## src/uaid_defines.vh

```
// register map, field positions and constants of the serial interrupt qualifier
`ifndef UAID_DEFINES_VH
`define UAID_DEFINES_VH

// axi4-lite word addresses
`define UAID_ADDR_W 4
`define UAID_OFS_CTRL_ONE 4'h0
`define UAID_OFS_CTRL_TWO 4'h4
`define UAID_OFS_IRQ_CTRL 4'h8
`define UAID_OFS_STATUS 4'hc

// axi response codes
`define UAID_RESP_OKAY 2'h0
`define UAID_RESP_SLVERR 2'h2

// uart_ctrl_one fields
`define UAID_C1_PORT_ON 0
`define UAID_C1_NINE_BIT 1
`define UAID_C1_PARITY_EN 2
`define UAID_C1_W 3
`define UAID_C1_RST 3'h0

// uart_ctrl_two fields
`define UAID_C2_RECEIVER_ON 0
`define UAID_C2_ADDR_DET 1
`define UAID_C2_WAKE_EN 2
`define UAID_C2_RX_IRQ_EN 3
`define UAID_C2_TXE_IRQ_EN 4
`define UAID_C2_TXI_IRQ_EN 5
`define UAID_C2_W 6
`define UAID_C2_RST 6'h00

// interrupt controller enables
`define UAID_IC_GLOBAL 0
`define UAID_IC_UART 1
`define UAID_IC_W 2
`define UAID_IC_RST 2'h0

// uart_status_reg fields
`define UAID_ST_RX_AVAIL 0
`define UAID_ST_OVERRUN 1
`define UAID_ST_TX_EMPTY 2
`define UAID_ST_TX_IDLE 3
`define UAID_ST_ADDR_WORD 4
`define UAID_ST_STARTUP 5
`define UAID_ST_W 6
`define UAID_ST_RST 6'h00

// received word layout
`define UAID_WORD_W 9
`define UAID_BIT_NINE 8
`define UAID_BIT_EIGHT 7

// wake sequencer
`define UAID_WK_IDLE 1'b0
`define UAID_WK_START 1'b1
`define UAID_CNT_W 16
`define UAID_STARTUP_DEF 16'h0400
`define UAID_CNT_ONE 16'h0001
`define UAID_CNT_ZERO 16'h0000

`endif

```

## src/uaid_irq_qualifier.v

```verilog
// serial-port interrupt qualifier with address detect and rx wake-up
`timescale 1ns/1ns
`include "uaid_defines.vh"

module uaid_irq_qualifier #(
	parameter [`UAID_CNT_W-1:0] STARTUP_CYCLES = `UAID_STARTUP_DEF
) (
	input wire i_clk,
	input wire i_sys_rst,
	// axi4-lite slave
	input wire [`UAID_ADDR_W-1:0] i_s_axi_awaddr,
	input wire i_s_axi_awvalid,
	output reg o_s_axi_awready,
	input wire [31:0] i_s_axi_wdata,
	input wire [3:0] i_s_axi_wstrb,
	input wire i_s_axi_wvalid,
	output reg o_s_axi_wready,
	output reg [1:0] o_s_axi_bresp,
	output reg o_s_axi_bvalid,
	input wire i_s_axi_bready,
	input wire [`UAID_ADDR_W-1:0] i_s_axi_araddr,
	input wire i_s_axi_arvalid,
	output reg o_s_axi_arready,
	output reg [31:0] o_s_axi_rdata,
	output reg [1:0] o_s_axi_rresp,
	output reg o_s_axi_rvalid,
	input wire i_s_axi_rready,
	// serial unit status
	input wire i_rx_avail_flag,
	input wire [`UAID_WORD_W-1:0] i_rx_head_word,
	input wire i_overrun_flag,
	input wire i_tx_empty_flag,
	input wire i_tx_idle_flag,
	input wire i_rx_pin,
	// power state
	input wire i_power_down,
	input wire i_idle_zero_mode,
	input wire i_sleep_mode,
	// to serial unit and cpu
	output reg o_nine_bit_sel,
	output reg o_parity_en,
	output reg o_port_on,
	output reg o_receiver_on,
	output reg o_tx_run,
	output reg o_rx_run,
	output reg o_rx_discard,
	output reg o_wake,
	output reg o_uart_irq
);

////////////////////////////////////////////////////////////////////////////////
// declarations

reg [`UAID_C1_W-1:0] uart_ctrl_one_reg;
reg [`UAID_C2_W-1:0] uart_ctrl_two_reg;
reg [`UAID_IC_W-1:0] irq_ctrl_reg;
reg [`UAID_ST_W-1:0] uart_status_reg;
reg [`UAID_ST_W-1:0] status_next;
reg aw_got_reg;
reg w_got_reg;
reg [`UAID_ADDR_W-1:0] aw_addr_reg;
reg [31:0] w_data_reg;
reg [3:0] w_strb_reg;
reg wk_state_reg;
reg wk_state_next;
reg [`UAID_CNT_W-1:0] wk_cnt_reg;
reg [`UAID_CNT_W-1:0] wk_cnt_next;
reg rx_prev_reg;
reg wake_irq_next;
reg irq_next;
reg [31:0] rdata_next;
reg rresp_err;
wire aw_hs;
wire w_hs;
wire do_write;
wire ar_hs;
wire [`UAID_ADDR_W-1:0] wr_addr;
wire [31:0] wr_data;
wire wr_lane0;
wire top_bit;
wire wake_armed;
wire rx_fall;
wire rx_irq_en;
wire src_rx;
wire src_ovr;
wire src_txe;
wire src_txi;

////////////////////////////////////////////////////////////////////////////////
// axi write channel

assign aw_hs = i_s_axi_awvalid & o_s_axi_awready;
assign w_hs = i_s_axi_wvalid & o_s_axi_wready;
assign wr_addr = aw_got_reg ? aw_addr_reg : i_s_axi_awaddr;
assign wr_data = w_got_reg ? w_data_reg : i_s_axi_wdata;
assign wr_lane0 = w_got_reg ? w_strb_reg[0] : i_s_axi_wstrb[0];
// write completes once both address and data are in hand
assign do_write = (aw_got_reg | aw_hs) & (w_got_reg | w_hs) & ~o_s_axi_bvalid;

always @(posedge i_clk or posedge i_sys_rst) begin
	if (i_sys_rst) begin
		o_s_axi_awready <= 1'b0;
		o_s_axi_wready <= 1'b0;
		o_s_axi_bvalid <= 1'b0;
		o_s_axi_bresp <= `UAID_RESP_OKAY;
		aw_got_reg <= 1'b0;
		w_got_reg <= 1'b0;
		aw_addr_reg <= {`UAID_ADDR_W{1'b0}};
		w_data_reg <= 32'h0000_0000;
		w_strb_reg <= 4'h0;
	end else begin
		if (do_write) begin
			aw_got_reg <= 1'b0;
			w_got_reg <= 1'b0;
			o_s_axi_awready <= 1'b0;
			o_s_axi_wready <= 1'b0;
			o_s_axi_bvalid <= 1'b1;
			case (wr_addr)
			`UAID_OFS_CTRL_ONE, `UAID_OFS_CTRL_TWO, `UAID_OFS_IRQ_CTRL: begin
				o_s_axi_bresp <= `UAID_RESP_OKAY;
			end
			// status is read-only; writes are accepted and dropped
			`UAID_OFS_STATUS: begin
				o_s_axi_bresp <= `UAID_RESP_OKAY;
			end
			default: begin
				o_s_axi_bresp <= `UAID_RESP_SLVERR;
			end
			endcase
		end else begin
			if (aw_hs) begin
				aw_got_reg <= 1'b1;
				aw_addr_reg <= i_s_axi_awaddr;
			end
			if (w_hs) begin
				w_got_reg <= 1'b1;
				w_data_reg <= i_s_axi_wdata;
				w_strb_reg <= i_s_axi_wstrb;
			end
			if (o_s_axi_bvalid & i_s_axi_bready) begin
				o_s_axi_bvalid <= 1'b0;
			end
			o_s_axi_awready <= ~aw_got_reg & ~aw_hs & ~o_s_axi_bvalid;
			o_s_axi_wready <= ~w_got_reg & ~w_hs & ~o_s_axi_bvalid;
		end
	end
end

////////////////////////////////////////////////////////////////////////////////
// control registers, untouched by power-down

always @(posedge i_clk or posedge i_sys_rst) begin
	if (i_sys_rst) begin
		uart_ctrl_one_reg <= `UAID_C1_RST;
		uart_ctrl_two_reg <= `UAID_C2_RST;
		irq_ctrl_reg <= `UAID_IC_RST;
	end else if (do_write & wr_lane0) begin
		case (wr_addr)
		`UAID_OFS_CTRL_ONE: begin
			uart_ctrl_one_reg <= wr_data[`UAID_C1_W-1:0];
		end
		`UAID_OFS_CTRL_TWO: begin
			uart_ctrl_two_reg <= wr_data[`UAID_C2_W-1:0];
		end
		`UAID_OFS_IRQ_CTRL: begin
			irq_ctrl_reg <= wr_data[`UAID_IC_W-1:0];
		end
		default: begin
			irq_ctrl_reg <= irq_ctrl_reg;
		end
		endcase
	end
end

////////////////////////////////////////////////////////////////////////////////
// axi read channel

assign ar_hs = i_s_axi_arvalid & o_s_axi_arready;

always @* begin
	rdata_next = 32'h0000_0000;
	rresp_err = 1'b0;
	case (i_s_axi_araddr)
	`UAID_OFS_CTRL_ONE: begin
		rdata_next[`UAID_C1_W-1:0] = uart_ctrl_one_reg;
	end
	`UAID_OFS_CTRL_TWO: begin
		rdata_next[`UAID_C2_W-1:0] = uart_ctrl_two_reg;
	end
	`UAID_OFS_IRQ_CTRL: begin
		rdata_next[`UAID_IC_W-1:0] = irq_ctrl_reg;
	end
	`UAID_OFS_STATUS: begin
		rdata_next[`UAID_ST_W-1:0] = uart_status_reg;
	end
	default: begin
		rresp_err = 1'b1;
	end
	endcase
end

always @(posedge i_clk or posedge i_sys_rst) begin
	if (i_sys_rst) begin
		o_s_axi_arready <= 1'b0;
		o_s_axi_rvalid <= 1'b0;
		o_s_axi_rdata <= 32'h0000_0000;
		o_s_axi_rresp <= `UAID_RESP_OKAY;
	end else if (ar_hs) begin
		o_s_axi_arready <= 1'b0;
		o_s_axi_rvalid <= 1'b1;
		o_s_axi_rdata <= rdata_next;
		o_s_axi_rresp <= rresp_err ? `UAID_RESP_SLVERR : `UAID_RESP_OKAY;
	end else if (o_s_axi_rvalid) begin
		if (i_s_axi_rready) begin
			o_s_axi_rvalid <= 1'b0;
		end
	end else begin
		o_s_axi_arready <= 1'b1;
	end
end

////////////////////////////////////////////////////////////////////////////////
// address detect qualification

// top bit depends on word length
assign top_bit = uart_ctrl_one_reg[`UAID_C1_NINE_BIT] ?
	i_rx_head_word[`UAID_BIT_NINE] : i_rx_head_word[`UAID_BIT_EIGHT];
assign rx_irq_en = uart_ctrl_two_reg[`UAID_C2_RX_IRQ_EN];
// data-available reaches the request only for address words when detect is on
assign src_rx = rx_irq_en & i_rx_avail_flag &
	(~uart_ctrl_two_reg[`UAID_C2_ADDR_DET] | top_bit);
assign src_ovr = rx_irq_en & i_overrun_flag;
assign src_txe = uart_ctrl_two_reg[`UAID_C2_TXE_IRQ_EN] & i_tx_empty_flag;
assign src_txi = uart_ctrl_two_reg[`UAID_C2_TXI_IRQ_EN] & i_tx_idle_flag;

////////////////////////////////////////////////////////////////////////////////
// rx wake-up sequencer

assign wake_armed = uart_ctrl_two_reg[`UAID_C2_WAKE_EN] &
	uart_ctrl_one_reg[`UAID_C1_PORT_ON] &
	uart_ctrl_two_reg[`UAID_C2_RECEIVER_ON] & rx_irq_en;
assign rx_fall = rx_prev_reg & ~i_rx_pin;

always @* begin
	wk_state_next = wk_state_reg;
	wk_cnt_next = wk_cnt_reg;
	wake_irq_next = 1'b0;
	case (wk_state_reg)
	`UAID_WK_IDLE: begin
		if (i_power_down & (i_idle_zero_mode | i_sleep_mode) & wake_armed & rx_fall) begin
			wk_state_next = `UAID_WK_START;
			wk_cnt_next = STARTUP_CYCLES;
		end
	end
	`UAID_WK_START: begin
		if (wk_cnt_reg <= `UAID_CNT_ONE) begin
			wk_state_next = `UAID_WK_IDLE;
			wk_cnt_next = `UAID_CNT_ZERO;
			wake_irq_next = 1'b1;
		end else begin
			wk_cnt_next = wk_cnt_reg - `UAID_CNT_ONE;
		end
	end
	default: begin
		wk_state_next = `UAID_WK_IDLE;
		wk_cnt_next = `UAID_CNT_ZERO;
	end
	endcase
end

always @(posedge i_clk or posedge i_sys_rst) begin
	if (i_sys_rst) begin
		wk_state_reg <= `UAID_WK_IDLE;
		wk_cnt_reg <= `UAID_CNT_ZERO;
		rx_prev_reg <= 1'b1;
		o_wake <= 1'b0;
		o_rx_discard <= 1'b0;
	end else begin
		wk_state_reg <= wk_state_next;
		wk_cnt_reg <= wk_cnt_next;
		rx_prev_reg <= i_rx_pin;
		// wake pulse needs the rx interrupt enable but fires whatever the interrupt controller enables
		o_wake <= (wk_state_reg == `UAID_WK_IDLE) & (wk_state_next == `UAID_WK_START);
		o_rx_discard <= (wk_state_next == `UAID_WK_START);
	end
end

////////////////////////////////////////////////////////////////////////////////
// combined request and status

always @* begin
	irq_next = (src_rx | src_ovr | src_txe | src_txi | wake_irq_next) &
		irq_ctrl_reg[`UAID_IC_UART] & irq_ctrl_reg[`UAID_IC_GLOBAL];
	status_next = `UAID_ST_RST;
	status_next[`UAID_ST_RX_AVAIL] = i_rx_avail_flag;
	status_next[`UAID_ST_OVERRUN] = i_overrun_flag;
	status_next[`UAID_ST_TX_EMPTY] = i_tx_empty_flag;
	status_next[`UAID_ST_TX_IDLE] = i_tx_idle_flag;
	status_next[`UAID_ST_ADDR_WORD] = i_rx_avail_flag & top_bit;
	status_next[`UAID_ST_STARTUP] = (wk_state_next == `UAID_WK_START);
end

always @(posedge i_clk or posedge i_sys_rst) begin
	if (i_sys_rst) begin
		o_uart_irq <= 1'b0;
		uart_status_reg <= `UAID_ST_RST;
		o_tx_run <= 1'b0;
		o_rx_run <= 1'b0;
		o_nine_bit_sel <= 1'b0;
		o_parity_en <= 1'b0;
		o_port_on <= 1'b0;
		o_receiver_on <= 1'b0;
	end else begin
		o_uart_irq <= irq_next;
		// flags mirror the serial unit except the start-up bit, which follows the wake sequencer and clears when it ends
		uart_status_reg <= status_next;
		o_tx_run <= ~i_power_down;
		o_rx_run <= ~i_power_down;
		o_nine_bit_sel <= uart_ctrl_one_reg[`UAID_C1_NINE_BIT];
		o_parity_en <= uart_ctrl_one_reg[`UAID_C1_PARITY_EN];
		o_port_on <= uart_ctrl_one_reg[`UAID_C1_PORT_ON];
		o_receiver_on <= uart_ctrl_two_reg[`UAID_C2_RECEIVER_ON];
	end
end

endmodule // uaid_irq_qualifier

```

## config.mk

```make
export PLATFORM = sky130hd
export DESIGN_NAME = uaid_irq_qualifier
export DESIGN_NICKNAME = d
export VERILOG_FILES = /design/src/uaid_irq_qualifier.v
export VERILOG_INCLUDE_DIRS = /design/src
export SDC_FILE = /design/constraint.sdc
export NUM_CORES = 1
export LEC_CHECK = 0
export ABC_CLOCK_PERIOD_IN_PS = 5130
export BUFFER_PORTS_ARGS = -buffer_cell sky130_fd_sc_hd__buf_2
export CAP_MARGIN = 20
export CELL_PAD_IN_SITES_DETAIL_PLACEMENT = 1
export CELL_PAD_IN_SITES_GLOBAL_PLACEMENT = 1
export CORE_UTILIZATION = 41
export DETAILED_ROUTE_END_ITERATION = 10
export PLACE_DENSITY = 0.95
export SLEW_MARGIN = 20
export SYNTH_ARGS = -nofsm -noshare
export SYNTH_HDL_FRONTEND = slang
export SYNTH_SLANG_ARGS = --single-unit
```

## constraint.sdc

```tcl
create_clock -name i_clk -period 5.13 [get_ports i_clk]
set_input_delay 0.2565 -clock i_clk [delete_from_list [all_inputs] [get_ports i_clk]]
set_output_delay 0.2565 -clock i_clk [all_outputs]
set_load 0.05 [all_outputs]
```

# Word-level counts from Yosys, hierarchy flattened
# Cells that the tools add are included.
# W data, S select, Z words.
[word_totals] word_cells=124 output_inout_bits=50 reg_bits=70 ram_bits=0 romBits=0 latchBits=0 memories=0
[classes] bitwise_logic=45 magnitude_cmp=1 n_mux=30 multipliers=0 div=0 add_sub_neg=1 reduce_logical=12 eq_ne=8 shifts=0
[op_table] op="$mux W16" n=2
[op_table] op="$pmux W16 S2" n=1
[op_table] op="$and A1 B1 Y1" n=27
[op_table] op="$mux W1" n=19
[op_table] op="$eq A4 B4 Y1 const B" n=4
[op_table] op="$le A16 B1 Y1 const B" n=1
[op_table] op="$sub A16 B1 Y16 const B" n=1
[op_table] op="$not A1 Y1" n=10
[op_table] op="$reduce_and A2 Y1" n=5
[op_table] op="$eq A4 B3 Y1 const B" n=2
[op_table] op="$logic_not A4 Y1" n=2
[op_table] op="$or A1 B1 Y1" n=8
[op_table] op="$pmux W2 S4" n=1
[op_table] op="$reduce_or A4 Y1" n=2
[op_table] op="$mux W6" n=1
[op_table] op="$pmux W3 S2" n=1
[op_table] op="$reduce_bool A2 Y1" n=3
[op_table] op="$mux W2" n=2
[op_table] op="$mux W4" n=1
[op_table] op="$pmux W1 S3" n=1
[op_table] op="$ne A2 B1 Y1 const B" n=1
[op_table] op="$ne A2 B2 Y1 const B" n=1
[op_table] op="$pmux W1 S2" n=1

# Logic depth before layout (Yosys ltp)
[logic_depth] depth_word=9 mapped_depth=8 mapped_depth_nobuf=6

# Least setup slack after synthesis
# No wires, ideal clock.
[synth_timing] path_type="register -> register" start="reg wk_cnt_reg[10]" end="reg wk_cnt_reg[9]" n_path_buf=2 arrival_time_ns=1.974 required_ns=4.988 slack_ns=3.014 synth_period_minus_slack_ns=2.116 path_stages_with_launch=7 path_cell_list="dfrtp_1 > or4_4 > or4_4 > buf_6 > o21ai_4 > buf_6 > o211ai_2"
[synth_via] elab_chain_cells=3
[synth_lines] item="start, declared" line_no="uaid_irq_qualifier.v:66" rtl="reg [`UAID_CNT_W-1:0] wk_cnt_reg;"
[synth_lines] item="start signal, assigned" line_no="uaid_irq_qualifier.v:274" rtl="wk_cnt_reg <= `UAID_CNT_ZERO;"
[synth_lines] item="start signal, assigned" line_no="uaid_irq_qualifier.v:280" rtl="wk_cnt_reg <= wk_cnt_next;"
[synth_lines] item="$le A16 B1 Y1 (no source line)"
[synth_lines] item="$mux W16" line_no="uaid_irq_qualifier.v:256" rtl="if (wk_cnt_reg <= `UAID_CNT_ONE) begin"
[synth_lines] item="$pmux W16 S2" line_no="uaid_irq_qualifier.v:248" rtl="case (wk_state_reg)"
# Every way passes these cells.
# A chain may end at the register's enable or synchronous reset.

# Worst setup path after layout
[layout_timing] start="reg wk_cnt_reg[4]" end="reg wk_cnt_reg[12]"
[layout_via] elab_chain_cells=3 word_cells_on_any_way=4 cone_classes="1 x add/sub; 1 x order compare; 2 x mux"
[layout_lines] item="$sub A16 B1 Y16 (no source line) or $le A16 B1 Y1 (tied branches)"
[layout_lines] item="$mux W16 (*)" line_no="uaid_irq_qualifier.v:256"
[layout_lines] item="$pmux W16 S2 (*)" line_no="uaid_irq_qualifier.v:248"
# Every way passes the cells marked *; elsewhere a longest branch is shown, timed or not.

==> impl_metrics.toml <==
[yosys]
synthesis.area_sq_mm = 0.00330
ys_ff_latch = 67
synthFlopType = "dfrtp_1"
yosysUniqueCellTypes = 54
yosys-top-cells-area = "dfrtp_1, mux2_2, buf_4"
yosys.area.top_type = "dfrtp_1"
async_reset_ff_share_pct = 100
syn_area_per_cell_sq_um = 11.2
ys.warnings.count = 0
yosysSeqAreaShare_pct = 50.8
synth_top_cell_area_share_pct = 50.0
synth_edf_count = 0
yosysMostFrequentCell = "dfrtp_1"
synth_common_cells = "dfrtp_1, buf_4, mux2_2, nand2_1, nor2_1"
synth_cells = 296

[sta]
rsz0062_at_grt = "false"
tightestPinTransition_ns = 1.00
skew_ns = 0.0137
finalSetupTns_ns = 0
setup_viol = 0
finalMaxSlewViolations = 0
min_period_ns = 2.46
hold_violations = 0
fmax_mhz = 406
hold_ws_ns = 0.0135
relSlewSlack_pct = 32.5
fin_crit_sh_pct = 48.0

[power]
finalPower_uw = 1800
ir_drop_uv = 252
power.leakage_uw = 0.00174
powerDensity_mw_per_mm2 = 477

[critical_path]
endpoint_kind = "register"
path_class = "reg -> reg"
start_kind = "register"
path_max_fanout = 12
crit_required_ns = 5.34
crit_arrival_ns = 2.67

[layout]
n_antenna_cell = 0
area_delta_synth_final_pct = 14.0
nets = 420
fillers = 877
largest_reg_flops = 16
final_layout_size_suffix_gt1_share_pct = 31.5
design_area_sq_mm = 0.00377

[placed_design]
gp_congestion = 0.783
dp_hpwl_microns = 5460
place_area_sq_mm = 0.00354
io_buffers = 53

[floorplan]
pin_count = 118
initial_core_util_pct = 42.5
die_area_sq_mm = 0.00842
rows = 32
dieHeight_microns = 91.8
core_area_sq_mm = 0.00777
fp.dieW_microns = 91.8

[global_routing]
grt_use_total_pct = 19.5
antenna_found_initial = 0
grt_pass1_wl_microns = 12700
grt_max_degree = 68
overflow = 0
grt_pass1_vias = 2546

[cts]
cts_made_buffers = 9
cts.sinks = 67
insertion_delay_ns = 0.36
cts_tree = "yes"
cts_buffer_depth = 2
ctsRootBufferMaster = "clkbuf_8"
cts-htree-levels = 3
clkTransAtPathRegs_ns = 0.08

[route]
drtIter0Drc = 158
antenna_left = 0
drc = 0
wirelength_microns = 7730
wire_per_inst_microns = 16.9
first_pass_iters = 4
vias = 2444
viasPerCell = 5.35

[outcome]
status = "finished clean"

[flow_run]
drv_cap = 0

[hold_path]
min_path_type = "in -> reg"
## cell type report
class	instances	area, sq um	area share (%)
flip-flops and latches	67	1680	44.6
clock buffers	10	128	3.39
repair buffers	56	290	7.71
multi-input cells	208	1420	37.8
inverters	8	30.0	0.797
well taps	102	128	3.39
clock inverters	6	90.1	2.39
## kinds of logic (layout without fill, tap and decap cells)
group	Yosys count	in the layout	synth area share, %
AO/OA/AOI/OAI	59	59	13.5
adder cells (fa/ha/maj)	2	2	0.757
buffers and inverters	48	80	9.24
flip-flops	67	67	50.8
multiplexers	32	32	11.4
other	1	28	0.113
AND/OR/NAND/NOR	87	87	14.2
## critical path: stages (launching register included)
cell and delay (ns):
dfrtp_1 0.46, nor3_1 0.74, nand2_1 0.42, o21ai_4 0.50, o311ai_0 0.20
## power breakdown
part	switching, uW	internal, uW
Sequential	117	658
Combinational	346	193
Clock	210	274
Total	673	1130
## layer usage
layer	wire length [microns]	up-vias	share of wire (%)	track usage, %
met1	3370	1228	44	23.6
met2	3900	71	50	32.8
met5	0	-	0	0
li1	-	1129	-	-
met4	189	0	2.4	10.3
met3	274	16	3.5	4.06
## final timing paths
kind                                            from            endpoint  slack, ns  depth (start not counted)
worst max-delay path                   wk_cnt_reg[4]      wk_cnt_reg[12]       2.67                          4
min in group asynchronous                  i_sys_rst      aw_addr_reg[1]       0.14                          3
max in group asynchronous                  i_sys_rst       w_data_reg[0]       4.43                          3
worst min-delay path                  i_overrun_flag  uart_status_reg[1]       0.01                          1
worst max register to register         wk_cnt_reg[4]      wk_cnt_reg[12]       2.67                          4
worst min register to register  uart_ctrl_one_reg[2]         o_parity_en       0.43                          0
## timing repair
| item | 4_1_cts | 5_1_grt |
|---|---|---|
| hold endpoints to repair | 0 | 1 |
| resized for setup | 0 | 0 |
| hold buffers | 0 | 1 |
| setup buffers | 0 | 0 |
## cell usage in the layout, fill, tap and decap left out, types with 2 or more instances in the layout
cell type and n:
nor3_1 7, a21oi_1 9, or3b_2 2, buf_2 53
o21ai_1 4, bufinv_16 2, or3_1 6, nor2_1 13
ha_1 2, nand3_1 11, a22oi_1 3, o21ai_0 7
nand4_1 4, clkinv_4 2, nand2_1 23, conb_1 28
mux2_2 24, nor2b_1 5, and3_1 2, mux2i_1 6
o311a_1 2, inv_1 7, a22o_1 4, mux4_2 2
clkbuf_8 9, o311ai_0 3, nor4_1 3, o31a_1 2
o211ai_1 6, buf_4 2, or4_4 2, dfrtp_1 66
a31oi_1 4, o211ai_2 5
## metrics by stage
stage / worst slack (ns) / utilization [%] / cells
6_report: 2.67 / 48.5 / 457
5_1_grt: 2.45 / 48.5 / 457
4_1_cts: 2.67 / 48.4 / 456
3_5_place_dp: 2.76 / 45.6 / 440
3_3_place_gp: 2.80 / 45.6 / 440
2_1_floorplan: 3.01 / - / 323
Note: power is estimated with default switching activity, not from simulation.
